$ cat src/design/sleep_gate_pkg.sv
package sleep_gate_pkg;
    localparam int unsigned CLK_HZ = 40_000_000;
    localparam int unsigned ADDR_W = 12;
    localparam int unsigned DATA_W = 32;
    localparam int unsigned UNIT_N = 9;
    // system control base, kept for software maps only
    localparam logic [31:0] SYS_CTRL_BASE = 32'h400F_E000;
    localparam logic [ADDR_W-1:0] SLEEP_GATE_OFS = 12'h118;
    localparam logic [ADDR_W-1:0] FAULT_STAT_OFS = 12'h120;
    localparam logic [ADDR_W-1:0] FAULT_MASK_OFS = 12'h124;
    localparam logic [ADDR_W-1:0] UNIT_STATE_OFS = 12'h128;
    localparam logic [31:0] SLEEP_GATE_RST = 32'h0000_0000;
    localparam logic [31:0] SLEEP_GATE_WMASK = 32'h5000_007F;
    localparam logic [UNIT_N-1:0] FAULT_STAT_RST = 9'h000;
    localparam logic [UNIT_N-1:0] FAULT_MASK_RST = 9'h000;
    localparam int unsigned PHY_BIT = 30;
    localparam int unsigned MAC_BIT = 28;
    localparam int unsigned PORT_LSB = 0;
    localparam int unsigned PORT_N = 7;
    // unit vector order: {phy, mac, port g .. port a}
    localparam int unsigned UNIT_PHY = 8;
    localparam int unsigned UNIT_MAC = 7;
    typedef enum logic [1:0] {
        MODE_RUN,
        MODE_SLEEP_AUTO,
        MODE_SLEEP_HOLD
    } gate_mode_t;
endpackage

$ cat src/design/sleep_clock_gate.sv
// Chosen here: register access over Avalon-MM.
module sleep_clock_gate
(
    // clock and reset
    input wire logic i_clk,
    input wire logic i_reset,
    // avalon-mm slave
    input wire logic [sleep_gate_pkg::ADDR_W-1:0] i_avs_address,
    input wire logic i_avs_read,
    input wire logic i_avs_write,
    input wire logic [3:0] i_avs_byteenable,
    input wire logic [sleep_gate_pkg::DATA_W-1:0] i_avs_writedata,
    output logic [sleep_gate_pkg::DATA_W-1:0] o_avs_readdata,
    output logic o_avs_waitrequest,
    // power state and run-mode settings
    input wire logic i_sleep_mode,
    input wire logic i_auto_clock_gate_select,
    input wire logic [sleep_gate_pkg::DATA_W-1:0] i_run_clock_gate,
    // unit side: {phy, mac, port g .. port a}
    input wire logic [sleep_gate_pkg::UNIT_N-1:0] i_unit_access,
    output logic [sleep_gate_pkg::UNIT_N-1:0] o_unit_clock_en,
    output logic [sleep_gate_pkg::UNIT_N-1:0] o_bus_fault,
    // interrupt
    output logic o_irq
);
    import sleep_gate_pkg::*;

    // pick the unit gate bits out of a register-layout word
    function automatic logic [UNIT_N-1:0] units_of(input logic [31:0] word);
        units_of = {word[PHY_BIT], word[MAC_BIT], word[PORT_LSB +: PORT_N]};
    endfunction

    // expand byte enables into a bit mask
    function automatic logic [31:0] lanes_of(input logic [3:0] be);
        lanes_of = {{8{be[3]}}, {8{be[2]}}, {8{be[1]}}, {8{be[0]}}};
    endfunction

    logic [31:0] sleep_gate_r;
    logic [31:0] sleep_gate_nxt;
    logic [UNIT_N-1:0] fault_stat_r;
    logic [UNIT_N-1:0] fault_stat_nxt;
    logic [UNIT_N-1:0] fault_mask_r;
    logic [UNIT_N-1:0] fault_mask_nxt;
    logic [UNIT_N-1:0] clock_en_r;
    logic [UNIT_N-1:0] clock_en_nxt;
    logic [UNIT_N-1:0] fault_r;
    logic [UNIT_N-1:0] fault_nxt;
    logic [31:0] rdata_r;
    logic ack_r;
    gate_mode_t mode;

    // bus decode
    wire logic req = i_avs_read | i_avs_write;
    wire logic take = req & ~ack_r;
    wire logic wr_take = i_avs_write & ack_r;
    wire logic hit_gate = i_avs_address == SLEEP_GATE_OFS;
    wire logic hit_stat = i_avs_address == FAULT_STAT_OFS;
    wire logic hit_mask = i_avs_address == FAULT_MASK_OFS;
    wire logic hit_unit = i_avs_address == UNIT_STATE_OFS;
    wire logic [31:0] lanes = lanes_of(i_avs_byteenable);
    wire logic [31:0] wbits = i_avs_writedata & lanes;

    assign sleep_gate_nxt = (wr_take & hit_gate)
        ? ((sleep_gate_r & ~lanes) | wbits) & SLEEP_GATE_WMASK
        : sleep_gate_r;

    assign fault_mask_nxt = (wr_take & hit_mask)
        ? (fault_mask_r & ~lanes[UNIT_N-1:0]) | wbits[UNIT_N-1:0]
        : fault_mask_r;

    // set wins over a write-one clear in the same cycle
    assign fault_stat_nxt = (wr_take & hit_stat)
        ? (fault_stat_r & ~wbits[UNIT_N-1:0]) | fault_nxt
        : fault_stat_r | fault_nxt;

    always_comb
    begin
        mode = MODE_RUN;
        if (i_sleep_mode)
        begin
            mode = i_auto_clock_gate_select ? MODE_SLEEP_AUTO : MODE_SLEEP_HOLD;
        end
    end

    // in sleep mode, auto select picks the sleep register
    // otherwise run gating stays in force
    always_comb
    begin
        case (mode)
            MODE_RUN: clock_en_nxt = units_of(i_run_clock_gate);
            MODE_SLEEP_AUTO: clock_en_nxt = units_of(sleep_gate_r);
            MODE_SLEEP_HOLD: clock_en_nxt = units_of(i_run_clock_gate);
            default: clock_en_nxt = '0;
        endcase
    end

    // fault on access to a gated unit
    assign fault_nxt = i_unit_access & ~clock_en_r;

    // read mux; unmapped offsets read as zero
    wire logic [31:0] rd_mux =
        hit_gate ? sleep_gate_r :
        hit_stat ? {{(32-UNIT_N){1'b0}}, fault_stat_r} :
        hit_mask ? {{(32-UNIT_N){1'b0}}, fault_mask_r} :
        hit_unit ? {{(32-UNIT_N){1'b0}}, clock_en_r} :
        32'h0000_0000;

    always_ff @(posedge i_clk)
    begin
        if (i_reset)
        begin
            sleep_gate_r <= SLEEP_GATE_RST;
            fault_stat_r <= FAULT_STAT_RST;
            fault_mask_r <= FAULT_MASK_RST;
        end
        else
        begin
            sleep_gate_r <= sleep_gate_nxt;
            fault_stat_r <= fault_stat_nxt;
            fault_mask_r <= fault_mask_nxt;
        end
    end

    // registered clock enables
    // one cycle of latency keeps enable changes glitch free
    always_ff @(posedge i_clk)
    begin
        if (i_reset)
        begin
            clock_en_r <= '0;
            fault_r <= '0;
        end
        else
        begin
            clock_en_r <= clock_en_nxt;
            fault_r <= fault_nxt;
        end
    end

    // one wait state per access; read data is captured at the edge that ends the wait state
    // so it stands at the edge that ends the access, and writes land on that same edge
    always_ff @(posedge i_clk)
    begin
        if (i_reset)
        begin
            ack_r <= 1'b0;
            rdata_r <= 32'h0000_0000;
        end
        else
        begin
            ack_r <= take;
            if (i_avs_read & take)
            begin
                rdata_r <= rd_mux;
            end
        end
    end

    assign o_avs_waitrequest = req & ~ack_r;
    assign o_avs_readdata = rdata_r;
    assign o_unit_clock_en = clock_en_r;
    assign o_bus_fault = fault_r;
    assign o_irq = |(fault_stat_r & fault_mask_r);

    reset_zero_a: assert property (
        @(posedge i_clk) i_reset |=> sleep_gate_r == SLEEP_GATE_RST
    ) else $error("gate register not zero after reset");

    reserved_zero_a: assert property (
        @(posedge i_clk) disable iff (i_reset)
        (sleep_gate_r & ~SLEEP_GATE_WMASK) == 32'h0000_0000
    ) else $error("reserved gate bit set");

    gate_write_a: assert property (
        @(posedge i_clk) disable iff (i_reset)
        (i_avs_write && !o_avs_waitrequest && i_avs_address == SLEEP_GATE_OFS
            && i_avs_byteenable == 4'hF)
        |=> sleep_gate_r == ($past(i_avs_writedata) & SLEEP_GATE_WMASK)
    ) else $error("gate register write not taken");

    // mac bit drives the mac enable in auto sleep
    mac_enable_a: assert property (
        @(posedge i_clk) disable iff (i_reset)
        (i_sleep_mode && i_auto_clock_gate_select) ##1 1'b1
        |-> o_unit_clock_en[UNIT_MAC] == $past(sleep_gate_r[MAC_BIT])
            && o_unit_clock_en[UNIT_PHY] == $past(sleep_gate_r[PHY_BIT])
    ) else $error("ethernet enable does not follow gate bit");

    port_enable_a: assert property (
        @(posedge i_clk) disable iff (i_reset)
        (i_sleep_mode && i_auto_clock_gate_select)
        |=> o_unit_clock_en[PORT_N-1:0] == $past(sleep_gate_r[PORT_N-1:0])
    ) else $error("port enable does not follow gate bit");

    // run gating held in sleep without auto select
    hold_run_a: assert property (
        @(posedge i_clk) disable iff (i_reset)
        (i_sleep_mode && !i_auto_clock_gate_select)
        |=> o_unit_clock_en == units_of($past(i_run_clock_gate))
    ) else $error("run gating not kept during sleep");

    // run mode ignores the sleep register
    run_mode_a: assert property (
        @(posedge i_clk) disable iff (i_reset)
        !i_sleep_mode |=> o_unit_clock_en == units_of($past(i_run_clock_gate))
    ) else $error("run mode gating wrong");

    // switch into auto sleep takes the sleep register
    auto_switch_a: assert property (
        @(posedge i_clk) disable iff (i_reset)
        $rose(i_sleep_mode) && i_auto_clock_gate_select
        |=> o_unit_clock_en == units_of($past(sleep_gate_r))
    ) else $error("auto gating not applied on sleep entry");

    gated_fault_a: assert property (
        @(posedge i_clk) disable iff (i_reset)
        (i_unit_access & ~o_unit_clock_en) != '0
        |=> o_bus_fault == $past(i_unit_access & ~o_unit_clock_en)
    ) else $error("bus fault missing for gated unit");

    clocked_ok_a: assert property (
        @(posedge i_clk) disable iff (i_reset)
        (i_unit_access & ~o_unit_clock_en) == '0 |=> o_bus_fault == '0
    ) else $error("bus fault on clocked unit");

    fault_sticky_a: assert property (
        @(posedge i_clk) disable iff (i_reset)
        fault_nxt != '0 |=> (fault_stat_r & $past(fault_nxt)) == $past(fault_nxt)
    ) else $error("fault not recorded in status");

    irq_level_a: assert property (
        @(posedge i_clk) disable iff (i_reset)
        (fault_nxt & fault_mask_nxt) != '0 |=> o_irq
    ) else $error("interrupt low with unmasked status");

    wait_bound_a: assert property (
        @(posedge i_clk) disable iff (i_reset)
        (i_avs_read || i_avs_write) |-> ##[0:1] !o_avs_waitrequest
    ) else $error("bus answer too late");

    // read returns register at its offset
    gate_read_a: assert property (
        @(posedge i_clk) disable iff (i_reset)
        (i_avs_read && o_avs_waitrequest && i_avs_address == SLEEP_GATE_OFS)
        |=> o_avs_readdata == $past(sleep_gate_r)
    ) else $error("gate register read wrong");

    wait_once_a: assert property (
        @(posedge i_clk) disable iff (i_reset)
        (i_avs_read || i_avs_write) && !o_avs_waitrequest
        |=> o_avs_waitrequest == (i_avs_read || i_avs_write)
    ) else $error("wait state repeated after answer");

    // write one clears status, set wins
    stat_clear_a: assert property (
        @(posedge i_clk) disable iff (i_reset)
        (i_avs_write && !o_avs_waitrequest && hit_stat && i_avs_byteenable == 4'hF)
        |=> (fault_stat_r & $past(i_avs_writedata[UNIT_N-1:0] & ~fault_nxt)) == '0
    ) else $error("fault status not cleared");

    mask_write_a: assert property (
        @(posedge i_clk) disable iff (i_reset)
        (i_avs_write && !o_avs_waitrequest && hit_mask && i_avs_byteenable == 4'hF)
        |=> fault_mask_r == $past(i_avs_writedata[UNIT_N-1:0])
    ) else $error("fault mask write not taken");

    stat_read_a: assert property (
        @(posedge i_clk) disable iff (i_reset)
        (i_avs_read && o_avs_waitrequest && hit_stat)
        |=> o_avs_readdata == {{(32-UNIT_N){1'b0}}, $past(fault_stat_r)}
    ) else $error("fault status read wrong");

    unit_read_a: assert property (
        @(posedge i_clk) disable iff (i_reset)
        (i_avs_read && o_avs_waitrequest && hit_unit)
        |=> o_avs_readdata == {{(32-UNIT_N){1'b0}}, $past(o_unit_clock_en)}
    ) else $error("enable state read wrong");

    unmapped_read_a: assert property (
        @(posedge i_clk) disable iff (i_reset)
        (i_avs_read && o_avs_waitrequest && !(hit_gate || hit_stat || hit_mask || hit_unit))
        |=> o_avs_readdata == 32'h0000_0000
    ) else $error("unmapped read not zero");

    unmapped_write_a: assert property (
        @(posedge i_clk) disable iff (i_reset)
        (i_avs_write && !(hit_gate || hit_stat || hit_mask || hit_unit))
        |=> $stable(sleep_gate_r) && $stable(fault_mask_r)
    ) else $error("unmapped write changed a register");

    gate_hold_a: assert property (
        @(posedge i_clk) disable iff (i_reset)
        !(i_avs_write && !o_avs_waitrequest && hit_gate) |=> $stable(sleep_gate_r)
    ) else $error("gate register changed without a write");

    // low lane write leaves the ethernet bits
    port_lane_a: assert property (
        @(posedge i_clk) disable iff (i_reset)
        (i_avs_write && !o_avs_waitrequest && hit_gate && i_avs_byteenable == 4'h1)
        |=> sleep_gate_r[PORT_N-1:0] == $past(i_avs_writedata[PORT_N-1:0])
            && sleep_gate_r[PHY_BIT] == $past(sleep_gate_r[PHY_BIT])
            && sleep_gate_r[MAC_BIT] == $past(sleep_gate_r[MAC_BIT])
    ) else $error("port lane write wrong");

    // top lane write leaves the port bits
    phy_lane_a: assert property (
        @(posedge i_clk) disable iff (i_reset)
        (i_avs_write && !o_avs_waitrequest && hit_gate && i_avs_byteenable == 4'h8)
        |=> sleep_gate_r[PHY_BIT] == $past(i_avs_writedata[PHY_BIT])
            && sleep_gate_r[MAC_BIT] == $past(i_avs_writedata[MAC_BIT])
            && sleep_gate_r[PORT_N-1:0] == $past(sleep_gate_r[PORT_N-1:0])
    ) else $error("ethernet lane write wrong");

    // read data holds until the next read
    rdata_hold_a: assert property (
        @(posedge i_clk) disable iff (i_reset)
        !(i_avs_read && o_avs_waitrequest) |=> $stable(o_avs_readdata)
    ) else $error("read data changed without a read");

    reset_quiet_a: assert property (
        @(posedge i_clk) i_reset |=> o_unit_clock_en == '0 && o_bus_fault == '0 && !o_irq
    ) else $error("outputs not quiet after reset");

    // dropping auto select restores run gating
    auto_drop_a: assert property (
        @(posedge i_clk) disable iff (i_reset)
        $fell(i_auto_clock_gate_select) && i_sleep_mode
        |=> o_unit_clock_en == units_of($past(i_run_clock_gate))
    ) else $error("run gating not restored when auto select drops");

endmodule // sleep_clock_gate

$ cat config.mk
export PLATFORM = sky130hd
export DESIGN_NAME = sleep_clock_gate
export DESIGN_NICKNAME = d
export VERILOG_FILES = /design/src/design/sleep_gate_pkg.sv /design/src/design/sleep_clock_gate.sv
export SDC_FILE = /design/constraint.sdc
export NUM_CORES = 1
export LEC_CHECK = 0
export ABC_AREA = 1
export BUFFER_PORTS_ARGS = -buffer_cell sky130_fd_sc_hd__buf_2
export CAP_MARGIN = 5
export CELL_PAD_IN_SITES_DETAIL_PLACEMENT = 2
export CELL_PAD_IN_SITES_GLOBAL_PLACEMENT = 2
export CORE_ASPECT_RATIO = 1.5
export CORE_UTILIZATION = 21
export CTS_BUF_LIST = sky130_fd_sc_hd__clkbuf_4 sky130_fd_sc_hd__clkbuf_8 sky130_fd_sc_hd__clkbuf_16
export CTS_CLUSTER_DIAMETER = 30
export CTS_CLUSTER_SIZE = 14
export DETAILED_ROUTE_END_ITERATION = 10
export PLACE_DENSITY = 0.81
export SETUP_SLACK_MARGIN = 0.2
export SLEW_MARGIN = 20
export SYNTH_ARGS = -nofsm -noshare
export SYNTH_HDL_FRONTEND = slang
export SYNTH_SLANG_ARGS = --single-unit
$ cat constraint.sdc
create_clock -name i_clk -period 1.3 [get_ports i_clk]
set_input_delay 0.325 -clock i_clk [delete_from_list [all_inputs] [get_ports i_clk]]
set_output_delay 0.325 -clock i_clk [all_outputs]
set_load 0.01 [all_outputs]
==> qor.csv <==
metric,value,unit
Yosys reg bits,57,
FP Rows,51,
clk buf depth,2,
drt total wl,17.0,mm
Netlist cell types,28,
Final period util,138,%
htree depth,3,
minimum clock period,1.79,ns
Max-Cap Viols,0,
DRC errors left,0,
Hold WC Path Type,primary input to register,
Initial Util,21.7,%
Final Core Density,40.9,%
fin area,5350,sq um
register area share after synthesis,40.3,%
Die X,96.9,um
CP endpoint kind,output port,
Post-synth top flop,dfxtp_1,
total vias in the final route,3367,
synthesized area per cell,7.56,sq um
synth top area cells,"dfxtp_1, a21oi_1, nand2_1",
area fraction of the dominant cell type after synthesis,40.3,%
Area Growth Syn to Fin,88.6,%
R2R depth,8,
"FFs w/ async S/R, synth",0,%
DRT iter0 DRCs,134,
initial antenna violation count,1,
worst-skew pair later-pin latency,0.34,ns
Routed WL per cell,24.3,um
Final Hold Fails,0,
hold path cells,3,
largest net degree at the start of global routing,26,
WL met3,770,um
startpoint type of the worst setup path,register,
final worst slack,-0.490,ns
gr ovfl total,0,
share of layout cells above drive strength 1,63.7,%
failing checks,setup timing,
CP Data Arrival Time,1.46,ns
crit path kind,register to output port,
full die area,14000,sq um
max-slew violation count,0,
Synth Cell Area,2830,sq um
leakage,2.33,nW
dominant cell type by area after synthesis,dfxtp_1,
root buf cell,clkbuf_16,
number of vias per cell,4.80,
CP required,0.98,ns
Tot Pwr,5.43,mW
CTS Sinks,57,
first-pass GRT wire length,23.1,mm
Hold Buf Count CTS,0,
f_max,559,MHz
core area,13100,sq um
worst vdd ir,0.000720,V
CTS tree,built,
clock skew,0.00788,ns
Yosys Warn Count,0,
PwrDens,1020,nW/um^2
vias in the first global route,3756,
PortBufs,80,
clk slew on worst S/H paths,0.06,ns
DRT met1 WL,6.12,mm
nets@finish,632,
placed inst area,3630,sq um
routability cong.,0.786,
Antenna Nets Post-Route,0,
setup violators final,18,
"most common cell after layout, fill and taps aside",buf_4,
Syn Inst Count,375,
status,"finished, violations left",
top sig layer,met4,
"EDFF count, synth",0,
GRT Util Overall,22.4,%
metal2 WL,9.25,mm
# IOs,147,
DP Wirelength,8.64,mm
Die Y,144,um
RSZ-0062 raised after global routing,yes,
CTS Buf Count,9,
Worst Path Max Fanout,2,
most frequent cells in the layout,"buf_4, buf_6, buf_2",
1st-pass router iterations,4,
## cells in the mapped netlist, types with 4 or more instances
master / instances
o211ai_1: 5
a21oi_1: 48
inv_1: 43
clkbuf_1: 7
nand2_1: 56
nor2_4: 4
o21ai_0: 39
nor2_1: 28
dfxtp_1: 57
nand3_1: 19
a21oi_2: 4
buf_4: 22
nand4_1: 5
nor2_8: 4
nor2_2: 6
## cell type report
class / instances / area (sq um)
clock inverter: 4 / 50.0
multi-input combinational: 259 / 1980
inverter: 46 / 195
sequential: 57 / 1190
tap: 159 / 199
timing repair buffer: 164 / 1460
fill: 1376 / 7740
clock buffer: 12 / 267
antenna: 1 / 2.50
## timing repair
action | CTS | global route
setup endpoints to repair | 61 | 73
hold endpoints to repair | 0 | 0
gates resized for setup | 191 | 75
setup buffers | 24 | 17
pin swaps | 46 | 27
gates cloned | 5 | 0
## cells by family (layout without fill, tap and decap cells)
kind of cell	count (synthesis)	in the layout	synth area share, %
AOI/OAI and AO/OA	106	106	20.5
DFF	57	57	40.3
buffers and inverters	81	226	14.6
other	1	22	0.132
and+or+nand+nor	130	132	24.5
## per-stage QoR
step           hold slack, ns  std cells  setup TNS (ns)  worst slack, ns
6_report                0.260        702           -1.80           -0.490
5_1_grt                 0.270        702           -2.68           -0.507
4_1_cts                 0.247        684          -0.763           -0.448
3_5_place_dp            0.470        639          -11.40           -0.409
3_3_place_gp            0.455        639           -7.48           -0.262
2_1_floorplan           0.430        395          -0.283          -0.0543
## per-layer routing
| metal | up-vias | track usage (%) |
|---|---|---|
| li1 | 1518 | - |
| met1 | 1673 | 22.3 |
| met2 | 125 | 42.5 |
| met3 | 51 | 4.11 |
| met4 | 0 | 14.5 |
| met5 | - | 0 |
## critical path, stage by stage (launching register included)
cell	delay, ns
dfxtp_2	0.34
nand2_4	0.08
o21ai_2	0.07
a221oi_2	0.22
buf_4	0.19
nand3_4	0.08
buf_6	0.13
## worst paths after layout
kind,from,slack (ns),to
hold / removal,i_unit_access[6],0.26,o_bus_fault[6]$_SDFF_PP0_
setup reg to reg,ack_r$_SDFF_PP0_,-0.15,o_avs_readdata[0]$_SDFFE_PP0P_
hold reg to reg,fault_stat_r[2]$_SDFF_PP0_,0.49,fault_stat_r[2]$_SDFF_PP0_
setup / recovery,register,-0.49,o_irq
## power by group
part	leakage, nW	internal (mW)	switching, mW	total, mW
Sequential	0.479	1.83	0.0709	1.90
Combinational	1.70	0.439	0.534	0.973
Clock	0.151	1.64	0.924	2.56
(Power assumes the default switching activity.)
